`config.mk`:
```
export PLATFORM = sky130hd
export DESIGN_NAME = scpd_top
export DESIGN_NICKNAME = d
export VERILOG_FILES = /design/src/pkg/scpd_pkg.sv /design/src/core/scpd_debounce.sv /design/src/core/scpd_top.sv
export SDC_FILE = /design/constraint.sdc
export NUM_CORES = 1
export LEC_CHECK = 0
export BUFFER_PORTS_ARGS = -buffer_cell sky130_fd_sc_hd__buf_4
export CAP_MARGIN = 10
export CORE_UTILIZATION = 42
export DETAILED_ROUTE_END_ITERATION = 7
export MAX_ROUTING_LAYER = met4
export PLACE_DENSITY = 0.72
export SYNTH_ARGS = -nofsm -noshare
export SYNTH_HDL_FRONTEND = slang
export SYNTH_SLANG_ARGS = --single-unit
export TNS_END_PERCENT = 5
```
`constraint.sdc`:
```
create_clock -name clk_sys -period 1.9 [get_ports clk_sys]
set_input_delay 0.475 -clock clk_sys [delete_from_list [all_inputs] [get_ports clk_sys]]
set_output_delay 0.475 -clock clk_sys [all_outputs]
set_load 0.01 [all_outputs]
```
`src/pkg/scpd_pkg.sv`:
```
// Package for the card presence detect block: register map, fields, timing.
// Assumes a 20 MHz system clock and an AXI4-Lite register bus.
package scpd_pkg;

    // ****************************************************************
    // Register map (byte addresses)
    // ****************************************************************
    localparam logic [7:0] ADDR_CTRL   = 8'h00;
    localparam logic [7:0] ADDR_STATUS = 8'h04;
    localparam logic [7:0] ADDR_IRQ_EN = 8'h08;
    localparam logic [7:0] ADDR_CLEAR  = 8'h0C;
    localparam logic [7:0] ADDR_LEVEL  = 8'h10;

    // Control fields
    localparam int CTRL_EN_BIT    = 0;
    localparam int CTRL_POL_BIT   = 1;
    localparam int CTRL_INS_BIT   = 2;
    localparam int CTRL_AREG_BIT  = 3;
    localparam int CTRL_FUNC_BIT  = 4;
    localparam int CTRL_CLASS_BIT = 5;
    localparam logic [5:0] CTRL_RESET = 6'h00;

    // Status / enable / clear fields
    localparam int EV_REMOVE_BIT = 0;
    localparam int EV_INSERT_BIT = 1;

    // Level register fields
    localparam int LVL_PRESENT_BIT = 0;
    localparam int LVL_RAW_BIT     = 1;

    localparam logic [1:0] RESP_OKAY   = 2'h0;
    localparam logic [1:0] RESP_SLVERR = 2'h2;

    // ****************************************************************
    // Timing
    // ****************************************************************
    localparam int CLK_HZ          = 20000000;
    localparam int INS_DEBOUNCE_US = 500;
    localparam int EXT_DEBOUNCE_US = 15000;
    localparam int INS_CYCLES = (CLK_HZ / 1000000) * INS_DEBOUNCE_US;
    localparam int EXT_CYCLES = (CLK_HZ / 1000000) * EXT_DEBOUNCE_US;

    typedef struct packed {
        logic enable;
        logic polarity_low;
        logic report_insert;
        logic auto_reg;
        logic full_func;
        logic low_volt_class;
    } scpd_ctrl_s;

    typedef struct packed {
        logic insert;
        logic remove;
    } scpd_ev_s;

endpackage

```
`src/core/scpd_debounce.sv`:
```
// Debounce filter with separate times towards each level.
// Assumes a synchronous input; restarts timing on any reversal.
`timescale 1ns/1ps
module scpd_debounce #(
    parameter int INS_CYCLES = 10000,
    parameter int EXT_CYCLES = 300000
) (
    input  wire logic clk_sys,
    input  wire logic sys_rst,
    input  wire logic run,
    input  wire logic present_raw,
    output logic      present_q,
    output logic      rise_pulse,
    output logic      fall_pulse
);
    localparam int CW = $clog2(EXT_CYCLES + 1);

    logic [CW-1:0] cnt_q;
    logic          match;
    logic [CW-1:0] target;

    assign target = present_q ? CW'(EXT_CYCLES - 1) : CW'(INS_CYCLES - 1);
    assign match  = cnt_q == target;

    always_ff @(posedge clk_sys) begin
        if (sys_rst || !run || present_raw == present_q) begin
            cnt_q <= '0;
        end else if (!match) begin
            cnt_q <= cnt_q + CW'(1);
        end
    end

    always_ff @(posedge clk_sys) begin
        if (sys_rst || !run) begin
            present_q <= 1'b0;
        end else if (present_raw != present_q && match) begin
            present_q <= present_raw;
        end
    end

    assign rise_pulse = run && present_raw && !present_q && match;
    assign fall_pulse = run && !present_raw && present_q && match;

    // ****************************************************************
    // Checks
    // ****************************************************************
    property p_no_early_change;
        @(posedge clk_sys) disable iff (sys_rst)
        (run && $changed(present_q) && $past(run)) |->
            ($past(present_raw) == present_q);
    endproperty
    a_no_early_change: assert property (p_no_early_change)
        else $error("level accepted without matching input");

endmodule

```
`src/core/scpd_top.sv`:
```
// Card presence detect with AXI4-Lite registers and one interrupt.
// Assumes inputs synchronous to clk_sys; card protocol engine lies outside.
//
// How it works
// - Detection is off after reset; no events until software enables it.
// - Pull-up on detect input is enabled while detection is enabled.
// - Polarity bit picks present as driven low or as floating high.
// - Mode bit picks removal-only or removal-and-insertion reporting.
// - Auto-registration and functionality settings also gate the actions.
// - Debounced removal pulses the de-registration request.
// - Debounced insertion, when reported, pulses the re-registration request.
// - Detection runs regardless of the idle indication.
// - Insertion needs 0.5 ms of stable level.
// - Extraction needs 15 ms of stable level.
// - Class bit selects low-voltage or standard supply and levels.
// - Card clock divider is programmable to cover all protocol rates.
// - Drives supply, clock, reset, data line and senses detect input.
//
// Local design decisions: register access over AXI4-Lite and the placing of the registers.
`timescale 1ns/1ps
module scpd_top #(
    parameter int INS_CYCLES = scpd_pkg::INS_CYCLES,
    parameter int EXT_CYCLES = scpd_pkg::EXT_CYCLES
) (
    input  wire logic        clk_sys,
    input  wire logic        sys_rst,
    input  wire logic [7:0]  s_axi_awaddr,
    input  wire logic        s_axi_awvalid,
    output logic             s_axi_awready,
    input  wire logic [31:0] s_axi_wdata,
    input  wire logic [3:0]  s_axi_wstrb,
    input  wire logic        s_axi_wvalid,
    output logic             s_axi_wready,
    output logic [1:0]       s_axi_bresp,
    output logic             s_axi_bvalid,
    input  wire logic        s_axi_bready,
    input  wire logic [7:0]  s_axi_araddr,
    input  wire logic        s_axi_arvalid,
    output logic             s_axi_arready,
    output logic [31:0]      s_axi_rdata,
    output logic [1:0]       s_axi_rresp,
    output logic             s_axi_rvalid,
    input  wire logic        s_axi_rready,
    input  wire logic        idle_mode,
    input  wire logic        card_detect_in,
    output logic             card_detect_pullup_en,
    output logic             card_supply_out,
    output logic             card_low_volt_sel,
    output logic             card_clock_out,
    output logic             card_reset_out,
    input  wire logic        card_data_io_in,
    output logic             card_data_io_out,
    output logic             card_data_io_oe,
    input  wire logic        card_reset_req,
    input  wire logic        card_data_tx,
    input  wire logic        card_data_drive_low,
    output logic             card_data_rx,
    input  wire logic [7:0]  card_clock_div,
    output logic             deregister_req,
    output logic             reregister_req,
    output logic             irq
);

    // ****************************************************************
    // Control and event state
    // ****************************************************************
    scpd_pkg::scpd_ctrl_s ctrl_q;
    scpd_pkg::scpd_ev_s   status_q;
    scpd_pkg::scpd_ev_s   irq_en_q;
    scpd_pkg::scpd_ev_s   set_ev;
    scpd_pkg::scpd_ev_s   clr_ev;
    logic                 present_raw;
    logic                 present_q;
    logic                 rise_pulse;
    logic                 fall_pulse;
    logic                 act_ok;
    logic                 dereg_q;
    logic                 rereg_q;

    // Idle does not gate the filter, so detection survives idle mode.
    assign card_detect_pullup_en = ctrl_q.enable;
    assign present_raw = ctrl_q.polarity_low ? !card_detect_in
                                             : card_detect_in;

    scpd_debounce #(
        .INS_CYCLES (INS_CYCLES),
        .EXT_CYCLES (EXT_CYCLES)
    ) u_debounce (
        .clk_sys     (clk_sys),
        .sys_rst     (sys_rst),
        .run         (ctrl_q.enable),
        .present_raw (present_raw),
        .present_q   (present_q),
        .rise_pulse  (rise_pulse),
        .fall_pulse  (fall_pulse)
    );

    assign set_ev.remove = fall_pulse;
    assign set_ev.insert = rise_pulse && ctrl_q.report_insert;
    assign act_ok = ctrl_q.auto_reg && ctrl_q.full_func;

    // Set beats clear when both land in one cycle.
    always_ff @(posedge clk_sys) begin
        if (sys_rst) begin
            status_q <= '0;
        end else begin
            status_q <= (status_q & ~clr_ev) | set_ev;
        end
    end

    always_ff @(posedge clk_sys) begin
        if (sys_rst) begin
            dereg_q <= 1'b0;
            rereg_q <= 1'b0;
        end else begin
            dereg_q <= set_ev.remove && act_ok;
            rereg_q <= set_ev.insert && act_ok;
        end
    end

    assign deregister_req = dereg_q;
    assign reregister_req = rereg_q;
    assign irq = |(status_q & irq_en_q);

    // ****************************************************************
    // Card pins
    // ****************************************************************
    logic [7:0] clk_cnt_q;
    logic       clk_q;
    logic       sup_q;

    // Supply only with a card seen; clock and reset held low and data line released otherwise.
    always_ff @(posedge clk_sys) begin
        if (sys_rst) begin
            sup_q <= 1'b0;
        end else begin
            sup_q <= present_q;
        end
    end

    always_ff @(posedge clk_sys) begin
        if (sys_rst || !sup_q) begin
            clk_cnt_q <= 8'h00;
            clk_q     <= 1'b0;
        end else if (clk_cnt_q >= card_clock_div) begin
            clk_cnt_q <= 8'h00;
            clk_q     <= !clk_q;
        end else begin
            clk_cnt_q <= clk_cnt_q + 8'h01;
        end
    end

    assign card_supply_out   = sup_q;
    assign card_low_volt_sel = ctrl_q.low_volt_class;
    assign card_clock_out    = clk_q;
    assign card_reset_out    = sup_q && !card_reset_req;
    // Open-drain data line: only ever pulled low.
    assign card_data_io_out  = 1'b0;
    assign card_data_io_oe   = sup_q && card_data_drive_low
                               && !card_data_tx;
    assign card_data_rx      = card_data_io_in;

    // ****************************************************************
    // AXI4-Lite write channel
    // ****************************************************************
    logic        aw_hold_q;
    logic        w_hold_q;
    logic [7:0]  aw_addr_q;
    logic [31:0] w_data_q;
    logic [3:0]  w_strb_q;
    logic        do_write;
    logic        bvalid_q;
    logic [1:0]  bresp_q;

    assign s_axi_awready = !aw_hold_q && !bvalid_q;
    assign s_axi_wready  = !w_hold_q && !bvalid_q;
    assign do_write      = aw_hold_q && w_hold_q && !bvalid_q;

    always_ff @(posedge clk_sys) begin
        if (sys_rst) begin
            aw_hold_q <= 1'b0;
            w_hold_q  <= 1'b0;
            aw_addr_q <= 8'h00;
            w_data_q  <= 32'h0000_0000;
            w_strb_q  <= 4'h0;
        end else begin
            if (s_axi_awvalid && s_axi_awready) begin
                aw_hold_q <= 1'b1;
                aw_addr_q <= s_axi_awaddr;
            end else if (do_write) begin
                aw_hold_q <= 1'b0;
            end
            if (s_axi_wvalid && s_axi_wready) begin
                w_hold_q <= 1'b1;
                w_data_q <= s_axi_wdata;
                w_strb_q <= s_axi_wstrb;
            end else if (do_write) begin
                w_hold_q <= 1'b0;
            end
        end
    end

    function automatic logic wr_known(input logic [7:0] a);
        wr_known = a == scpd_pkg::ADDR_CTRL || a == scpd_pkg::ADDR_IRQ_EN
                   || a == scpd_pkg::ADDR_CLEAR;
    endfunction

    always_ff @(posedge clk_sys) begin
        if (sys_rst) begin
            bvalid_q <= 1'b0;
            bresp_q  <= scpd_pkg::RESP_OKAY;
        end else if (do_write) begin
            bvalid_q <= 1'b1;
            bresp_q  <= wr_known(aw_addr_q) ? scpd_pkg::RESP_OKAY
                                           : scpd_pkg::RESP_SLVERR;
        end else if (s_axi_bready) begin
            bvalid_q <= 1'b0;
        end
    end

    assign s_axi_bvalid = bvalid_q;
    assign s_axi_bresp  = bresp_q;

    always_ff @(posedge clk_sys) begin
        if (sys_rst) begin
            ctrl_q   <= scpd_pkg::CTRL_RESET;
            irq_en_q <= '0;
        end else if (do_write && w_strb_q[0]) begin
            if (aw_addr_q == scpd_pkg::ADDR_CTRL) begin
                ctrl_q <= {w_data_q[scpd_pkg::CTRL_EN_BIT],
                           w_data_q[scpd_pkg::CTRL_POL_BIT],
                           w_data_q[scpd_pkg::CTRL_INS_BIT],
                           w_data_q[scpd_pkg::CTRL_AREG_BIT],
                           w_data_q[scpd_pkg::CTRL_FUNC_BIT],
                           w_data_q[scpd_pkg::CTRL_CLASS_BIT]};
            end else if (aw_addr_q == scpd_pkg::ADDR_IRQ_EN) begin
                irq_en_q <= {w_data_q[scpd_pkg::EV_INSERT_BIT],
                             w_data_q[scpd_pkg::EV_REMOVE_BIT]};
            end
        end
    end

    always_comb begin
        clr_ev = '0;
        if (do_write && w_strb_q[0] && aw_addr_q == scpd_pkg::ADDR_CLEAR) begin
            clr_ev = {w_data_q[scpd_pkg::EV_INSERT_BIT],
                      w_data_q[scpd_pkg::EV_REMOVE_BIT]};
        end
    end

    // ****************************************************************
    // AXI4-Lite read channel
    // ****************************************************************
    logic        rvalid_q;
    logic [31:0] rdata_q;
    logic [1:0]  rresp_q;

    assign s_axi_arready = !rvalid_q;

    always_ff @(posedge clk_sys) begin
        if (sys_rst) begin
            rvalid_q <= 1'b0;
            rdata_q  <= 32'h0000_0000;
            rresp_q  <= scpd_pkg::RESP_OKAY;
        end else if (s_axi_arvalid && s_axi_arready) begin
            rvalid_q <= 1'b1;
            rresp_q  <= scpd_pkg::RESP_OKAY;
            rdata_q  <= 32'h0000_0000;
            if (s_axi_araddr == scpd_pkg::ADDR_CTRL) begin
                rdata_q[scpd_pkg::CTRL_EN_BIT]    <= ctrl_q.enable;
                rdata_q[scpd_pkg::CTRL_POL_BIT]   <= ctrl_q.polarity_low;
                rdata_q[scpd_pkg::CTRL_INS_BIT]   <= ctrl_q.report_insert;
                rdata_q[scpd_pkg::CTRL_AREG_BIT]  <= ctrl_q.auto_reg;
                rdata_q[scpd_pkg::CTRL_FUNC_BIT]  <= ctrl_q.full_func;
                rdata_q[scpd_pkg::CTRL_CLASS_BIT] <= ctrl_q.low_volt_class;
            end else if (s_axi_araddr == scpd_pkg::ADDR_STATUS) begin
                rdata_q[scpd_pkg::EV_REMOVE_BIT] <= status_q.remove;
                rdata_q[scpd_pkg::EV_INSERT_BIT] <= status_q.insert;
            end else if (s_axi_araddr == scpd_pkg::ADDR_IRQ_EN) begin
                rdata_q[scpd_pkg::EV_REMOVE_BIT] <= irq_en_q.remove;
                rdata_q[scpd_pkg::EV_INSERT_BIT] <= irq_en_q.insert;
            end else if (s_axi_araddr == scpd_pkg::ADDR_LEVEL) begin
                rdata_q[scpd_pkg::LVL_PRESENT_BIT] <= present_q;
                rdata_q[scpd_pkg::LVL_RAW_BIT]     <= present_raw;
            end else if (s_axi_araddr != scpd_pkg::ADDR_CLEAR) begin
                rresp_q <= scpd_pkg::RESP_SLVERR;
            end
        end else if (s_axi_rready) begin
            rvalid_q <= 1'b0;
        end
    end

    assign s_axi_rvalid = rvalid_q;
    assign s_axi_rdata  = rdata_q;
    assign s_axi_rresp  = rresp_q;

    // ****************************************************************
    // Checks
    // ****************************************************************
    property p_off_no_event;
        @(posedge clk_sys) disable iff (sys_rst)
        !ctrl_q.enable |-> ##1 !deregister_req && !reregister_req;
    endproperty
    a_off_no_event: assert property (p_off_no_event)
        else $error("event while detection disabled");

    property p_pullup;
        @(posedge clk_sys) disable iff (sys_rst)
        card_detect_pullup_en == ctrl_q.enable;
    endproperty
    a_pullup: assert property (p_pullup)
        else $error("pull-up does not follow enable");

    property p_no_insert_mode;
        @(posedge clk_sys) disable iff (sys_rst)
        (!ctrl_q.report_insert && rise_pulse) |=> !status_q.insert
            || $past(status_q.insert);
    endproperty
    a_no_insert_mode: assert property (p_no_insert_mode)
        else $error("insertion flagged in removal-only mode");

    property p_dereg;
        @(posedge clk_sys) disable iff (sys_rst)
        (fall_pulse && act_ok) |=> deregister_req ##1 !deregister_req;
    endproperty
    a_dereg: assert property (p_dereg)
        else $error("removal did not pulse de-registration");

    property p_rereg_gate;
        @(posedge clk_sys) disable iff (sys_rst)
        reregister_req |-> $past(ctrl_q.report_insert && act_ok);
    endproperty
    a_rereg_gate: assert property (p_rereg_gate)
        else $error("re-registration without qualifying settings");

    property p_sticky;
        @(posedge clk_sys) disable iff (sys_rst)
        (status_q.remove && clr_ev.remove == 1'b0) |=> status_q.remove;
    endproperty
    a_sticky: assert property (p_sticky)
        else $error("removal flag dropped without acknowledge");

    property p_set_wins;
        @(posedge clk_sys) disable iff (sys_rst)
        set_ev.remove |=> status_q.remove;
    endproperty
    a_set_wins: assert property (p_set_wins)
        else $error("removal event lost");

    property p_irq;
        @(posedge clk_sys) disable iff (sys_rst)
        (status_q.insert && irq_en_q.insert) |-> irq;
    endproperty
    a_irq: assert property (p_irq)
        else $error("enabled flag without interrupt");

endmodule

```
==> summary.md <==
| Metric | Value |
|---|---|
| Tot GR Track Use | 0.187 |
| RSZ-0062 raised after global routing | true |
| Syn Std Cell Area | ~3400 um2 |
| DIE AREA | about 8500 um2 |
| ANT cells | 0 |
| Finish-stage setup viols | 15 |
| Clk sinks | 69 |
| Register area share after synthesis | 0.406 |
| Clk root buf | clkbuf_8 |
| Sequential Area | 1390 um2 |
| Min-delay src | s_axi_rready |
| Placed insts | ~580 |
| FMAX | 461 MHz |
| PortBufs | between 60 and 70 |
| Area of the core | 7770 um2 |
| EDFF count, synth | 0 |
| Comb pwr share | 0.090 |
| Hold Path Cell Cnt | 2 |
| Cell Count, Final, Fillers Out | a little under 600 |
| Ranking of synthesized cells by area | dfxtp_1, buf_4, nor2_1, mux2i_1, ha_1 |
| Number of distinct library cells after synthesis | 49 |
| Violation count after the first detailed-route iteration | 98 |
| Sw Ratio | 0.227 |
| Reg2Reg Setup Slack | -270 ps |
| R2R depth | 6 |
| Top-area cell type share of the netlist area | 0.406 |
| # fillers | between 700 and 800 |
| Failing checks | setup timing |
| Power share of the sequential group | 0.479 |
| Post-synth top flop | dfxtp_1 |
| CTS tree | done |
| Postcts setup bufs | 0 |
| Vias | around 3000 |
| Period Utilization, post-route | 1.14 |
| Final Net Count | about 570 |
| Share of flip-flops with an asynchronous set or reset | 0 |
| CP Max Fanout | 5 |
| Initial antenna violation count | 0 |
| Largest area contributor in the netlist | dfxtp_1 |
| Total power | approximately 0.0031 W |
| Area delta synth->final | 28.5% |
| Largest net degree at the start of global routing | 40 |
| Cts hold-fix bufs | 0 |
| Vias in the first global route | around 2800 |
| GR Overflow Total | 0 |
| Hold slack | roughly 300 ps |
| Detail Route Antenna Nets | 0 |
| Clock Path Buffers | 2 |
| Die Wd | about 90 um |
| HPWL after detailed placement | between 5000 and 6000 um |
| Clock group share of total power | 0.431 |
| Multi-input combinational cell area | between 1500 and 2000 um2 |
| Fin worst setup slack | -269 ps |
| Row count | 32 |
| Final Skew | between 6 and 7 ps |
| Initial cell density of the core | 0.438 |
| RePlAce Congestion | a little under 0.9 |
| Clock latency on the worst-skew pair | ~340 ps |
| Worst VDD drop | roughly 0.43 mV |
| Share of cells above drive strength 1 | 0.261 |
| TritonCTS buffer count | 9 |
| Via density | about 5 |
| Leak pwr | ~1.9 nW |
| Post-Syn Instances | 392 |
| Min Tclk post-route | 2170 ps |
| DRT Pass-1 Iters | 4 |
| Routed wire length | roughly 7200 um |
| Hold Path Sink | s_axi_rvalid$_SDFFE_PP0P_ |
| Yosys warning count | 0 |
| FF+latch count, synth | 69 |
| Power density cells | between 700 and 800 nW/um2 |
| Slew at the pin closest to its max-slew limit | around 580 ps |
| Post-Place Worst Slack | -395 ps |
| Mean post-synth cell area | between 8 and 9 um2 |
| H-Tree Depth | 3 |
| Worst rel slew slack | 0.611 |
| Hold Crit Class | primary input to register |
| Crit path required time | 2140 ps |
| Clock-pin slew on the worst setup and hold paths | ~70 ps |
| Outcome | finished, violations left |
| Die Ht | just over 90 um |
| Critical path class | register to register |
| Crit end category | register |
| Max_cap viols | 0 |
| Final Slew Violations | 0 |
| R2r startpoint | u_debounce.cnt_q[5]$_SDFFE_PP0P_ |
| DRC viols | 0 |
| First-pass GRT wire length | 12300 um |
| Setup TNS | -2760 ps |
| Startpoint Class | register |
| Pint | around 0.0024 W |
| Avg WL per Cell | 12.1 um |
| P_sw | 0.000712 W |
| Fin. Hold Viols | 0 |
| Arr. time, crit path | 2410 ps |
| Ports | around 130 |
| R2R Path End | u_debounce.cnt_q[0]$_SDFFE_PP0P_ |
-- registers in the layout (all words and copies together), names as in the netlist, 2 cells and up --
signal and flops:
s_axi_rdata 6, aw_addr_q 8, w_data_q 6, u_debounce.cnt_q 19, clk_cnt_q 8, status_q 2, ctrl_q 4, irq_en_q 2
-- cells in the final DEF, fill, tap and decap left out, types with 9 or more instances in the layout --
cell type / Yosys / layout
a21oi_1: 20 / 20
buf_4: 30 / 94
clkbuf_8: 0 / 11
conb_1: 1 / 29
dfxtp_1: 69 / 66
ha_1: 10 / 9
inv_1: 18 / 17
mux2i_1: 15 / 15
nand2_1: 28 / 28
nand3_1: 14 / 14
nor2_1: 55 / 54
xnor2_1: 12 / 12
xor2_1: 12 / 12
-- worst max-delay path, stage by stage, from the launching register on --
cell and delay, ps:
dfxtp_2 330, or4_4 520, or4_4 610, nor3_4 220, buf_4 170, xor2_1 150, nor2_1 60
-- repair_timing --
| action | 4_1_cts | 5_1_grt |
|---|---|---|
| hold endpoints to repair | 0 | 0 |
| pin swaps | 6 | 7 |
| gates cloned | 0 | 0 |
| endpoints found under the setup margin | 25 | 25 |
| gates resized for setup | 5 | 7 |
-- worst max path at each step --
stage | from | end | slack (ps)
floorplan | u_debounce.cnt_q[5]$_SDFFE_PP0P_ | u_debounce.cnt_q[1]$_SDFFE_PP0P_ | -220
global placement | card_clock_div[0] | clk_cnt_q[6]$_SDFF_PP0_ | -330
detailed placement | card_clock_div[0] | clk_cnt_q[0]$_SDFF_PP0_ | -400
CTS | u_debounce.cnt_q[5]$_SDFFE_PP0P_ | u_debounce.cnt_q[0]$_SDFFE_PP0P_ | -270
global route | u_debounce.cnt_q[5]$_SDFFE_PP0P_ | u_debounce.cnt_q[1]$_SDFFE_PP0P_ | -340
finish | u_debounce.cnt_q[5]$_SDFFE_PP0P_ | u_debounce.cnt_q[0]$_SDFFE_PP0P_ | -270
-- routing by layer --
| metal | GRT usage | up-vias | wire length, um |
|---|---|---|---|
| met4 | 0.0859 | 0 | 137 |
| li1 | - | 1483 | - |
| met5 | - | - | 0 |
| met3 | 0.0373 | 13 | 296 |
| met2 | 0.318 | 79 | 3560 |
| met1 | 0.213 | 1378 | 3160 |
-- layout make-up --
class                      instances  share of cell area
multi-input combinational        294               0.425
sequential                        69               0.317
timing repair buffer              94               0.162
clock buffer                      13              0.0364
tap                              102              0.0292
clock inverter                     3              0.0155
inverter                          18              0.0155
-- cells by family after synthesis --
kind of cell | count (synthesis) | share of synthesized area
compound gates | 50 | 0.0961
xor+xnor | 24 | 0.0618
fa+ha+maj | 10 | 0.0368
buf+inv | 57 | 0.0961
flops | 69 | 0.406
mux | 16 | 0.0475
other cells | 1 | 0.00110
simple gates | 165 | 0.254
-- cell usage after synthesis (8+ instances only) --
master / count
nand3_1: 14
mux2i_1: 15
xnor2_1: 12
ha_1: 10
a21oi_1: 20
nand2b_1: 8
xor2_1: 12
nor2_1: 55
nand4_1: 8
buf_4: 30
inv_1: 18
nand2_1: 28
dfxtp_1: 69
-- stage by stage --
stage	util	instance area (um2)
floorplan	-	3510
global placement	0.525	4080
detailed placement	0.525	4080
CTS	0.558	4340
global route	0.562	4370
finish	0.562	4370
-- power by group through the flow --
stage	registers [W]	logic, W	clock network, W
global route	0.00151	0.000319	0.00144
CTS	0.00150	0.000282	0.00138
detailed placement	0.00154	0.000276	0
global placement	0.00154	0.000267	0
floorplan	0.00154	0.000191	0
finish	0.00150	0.000284	0.00135
No activity file was read; power rests on OpenSTA's default activity.
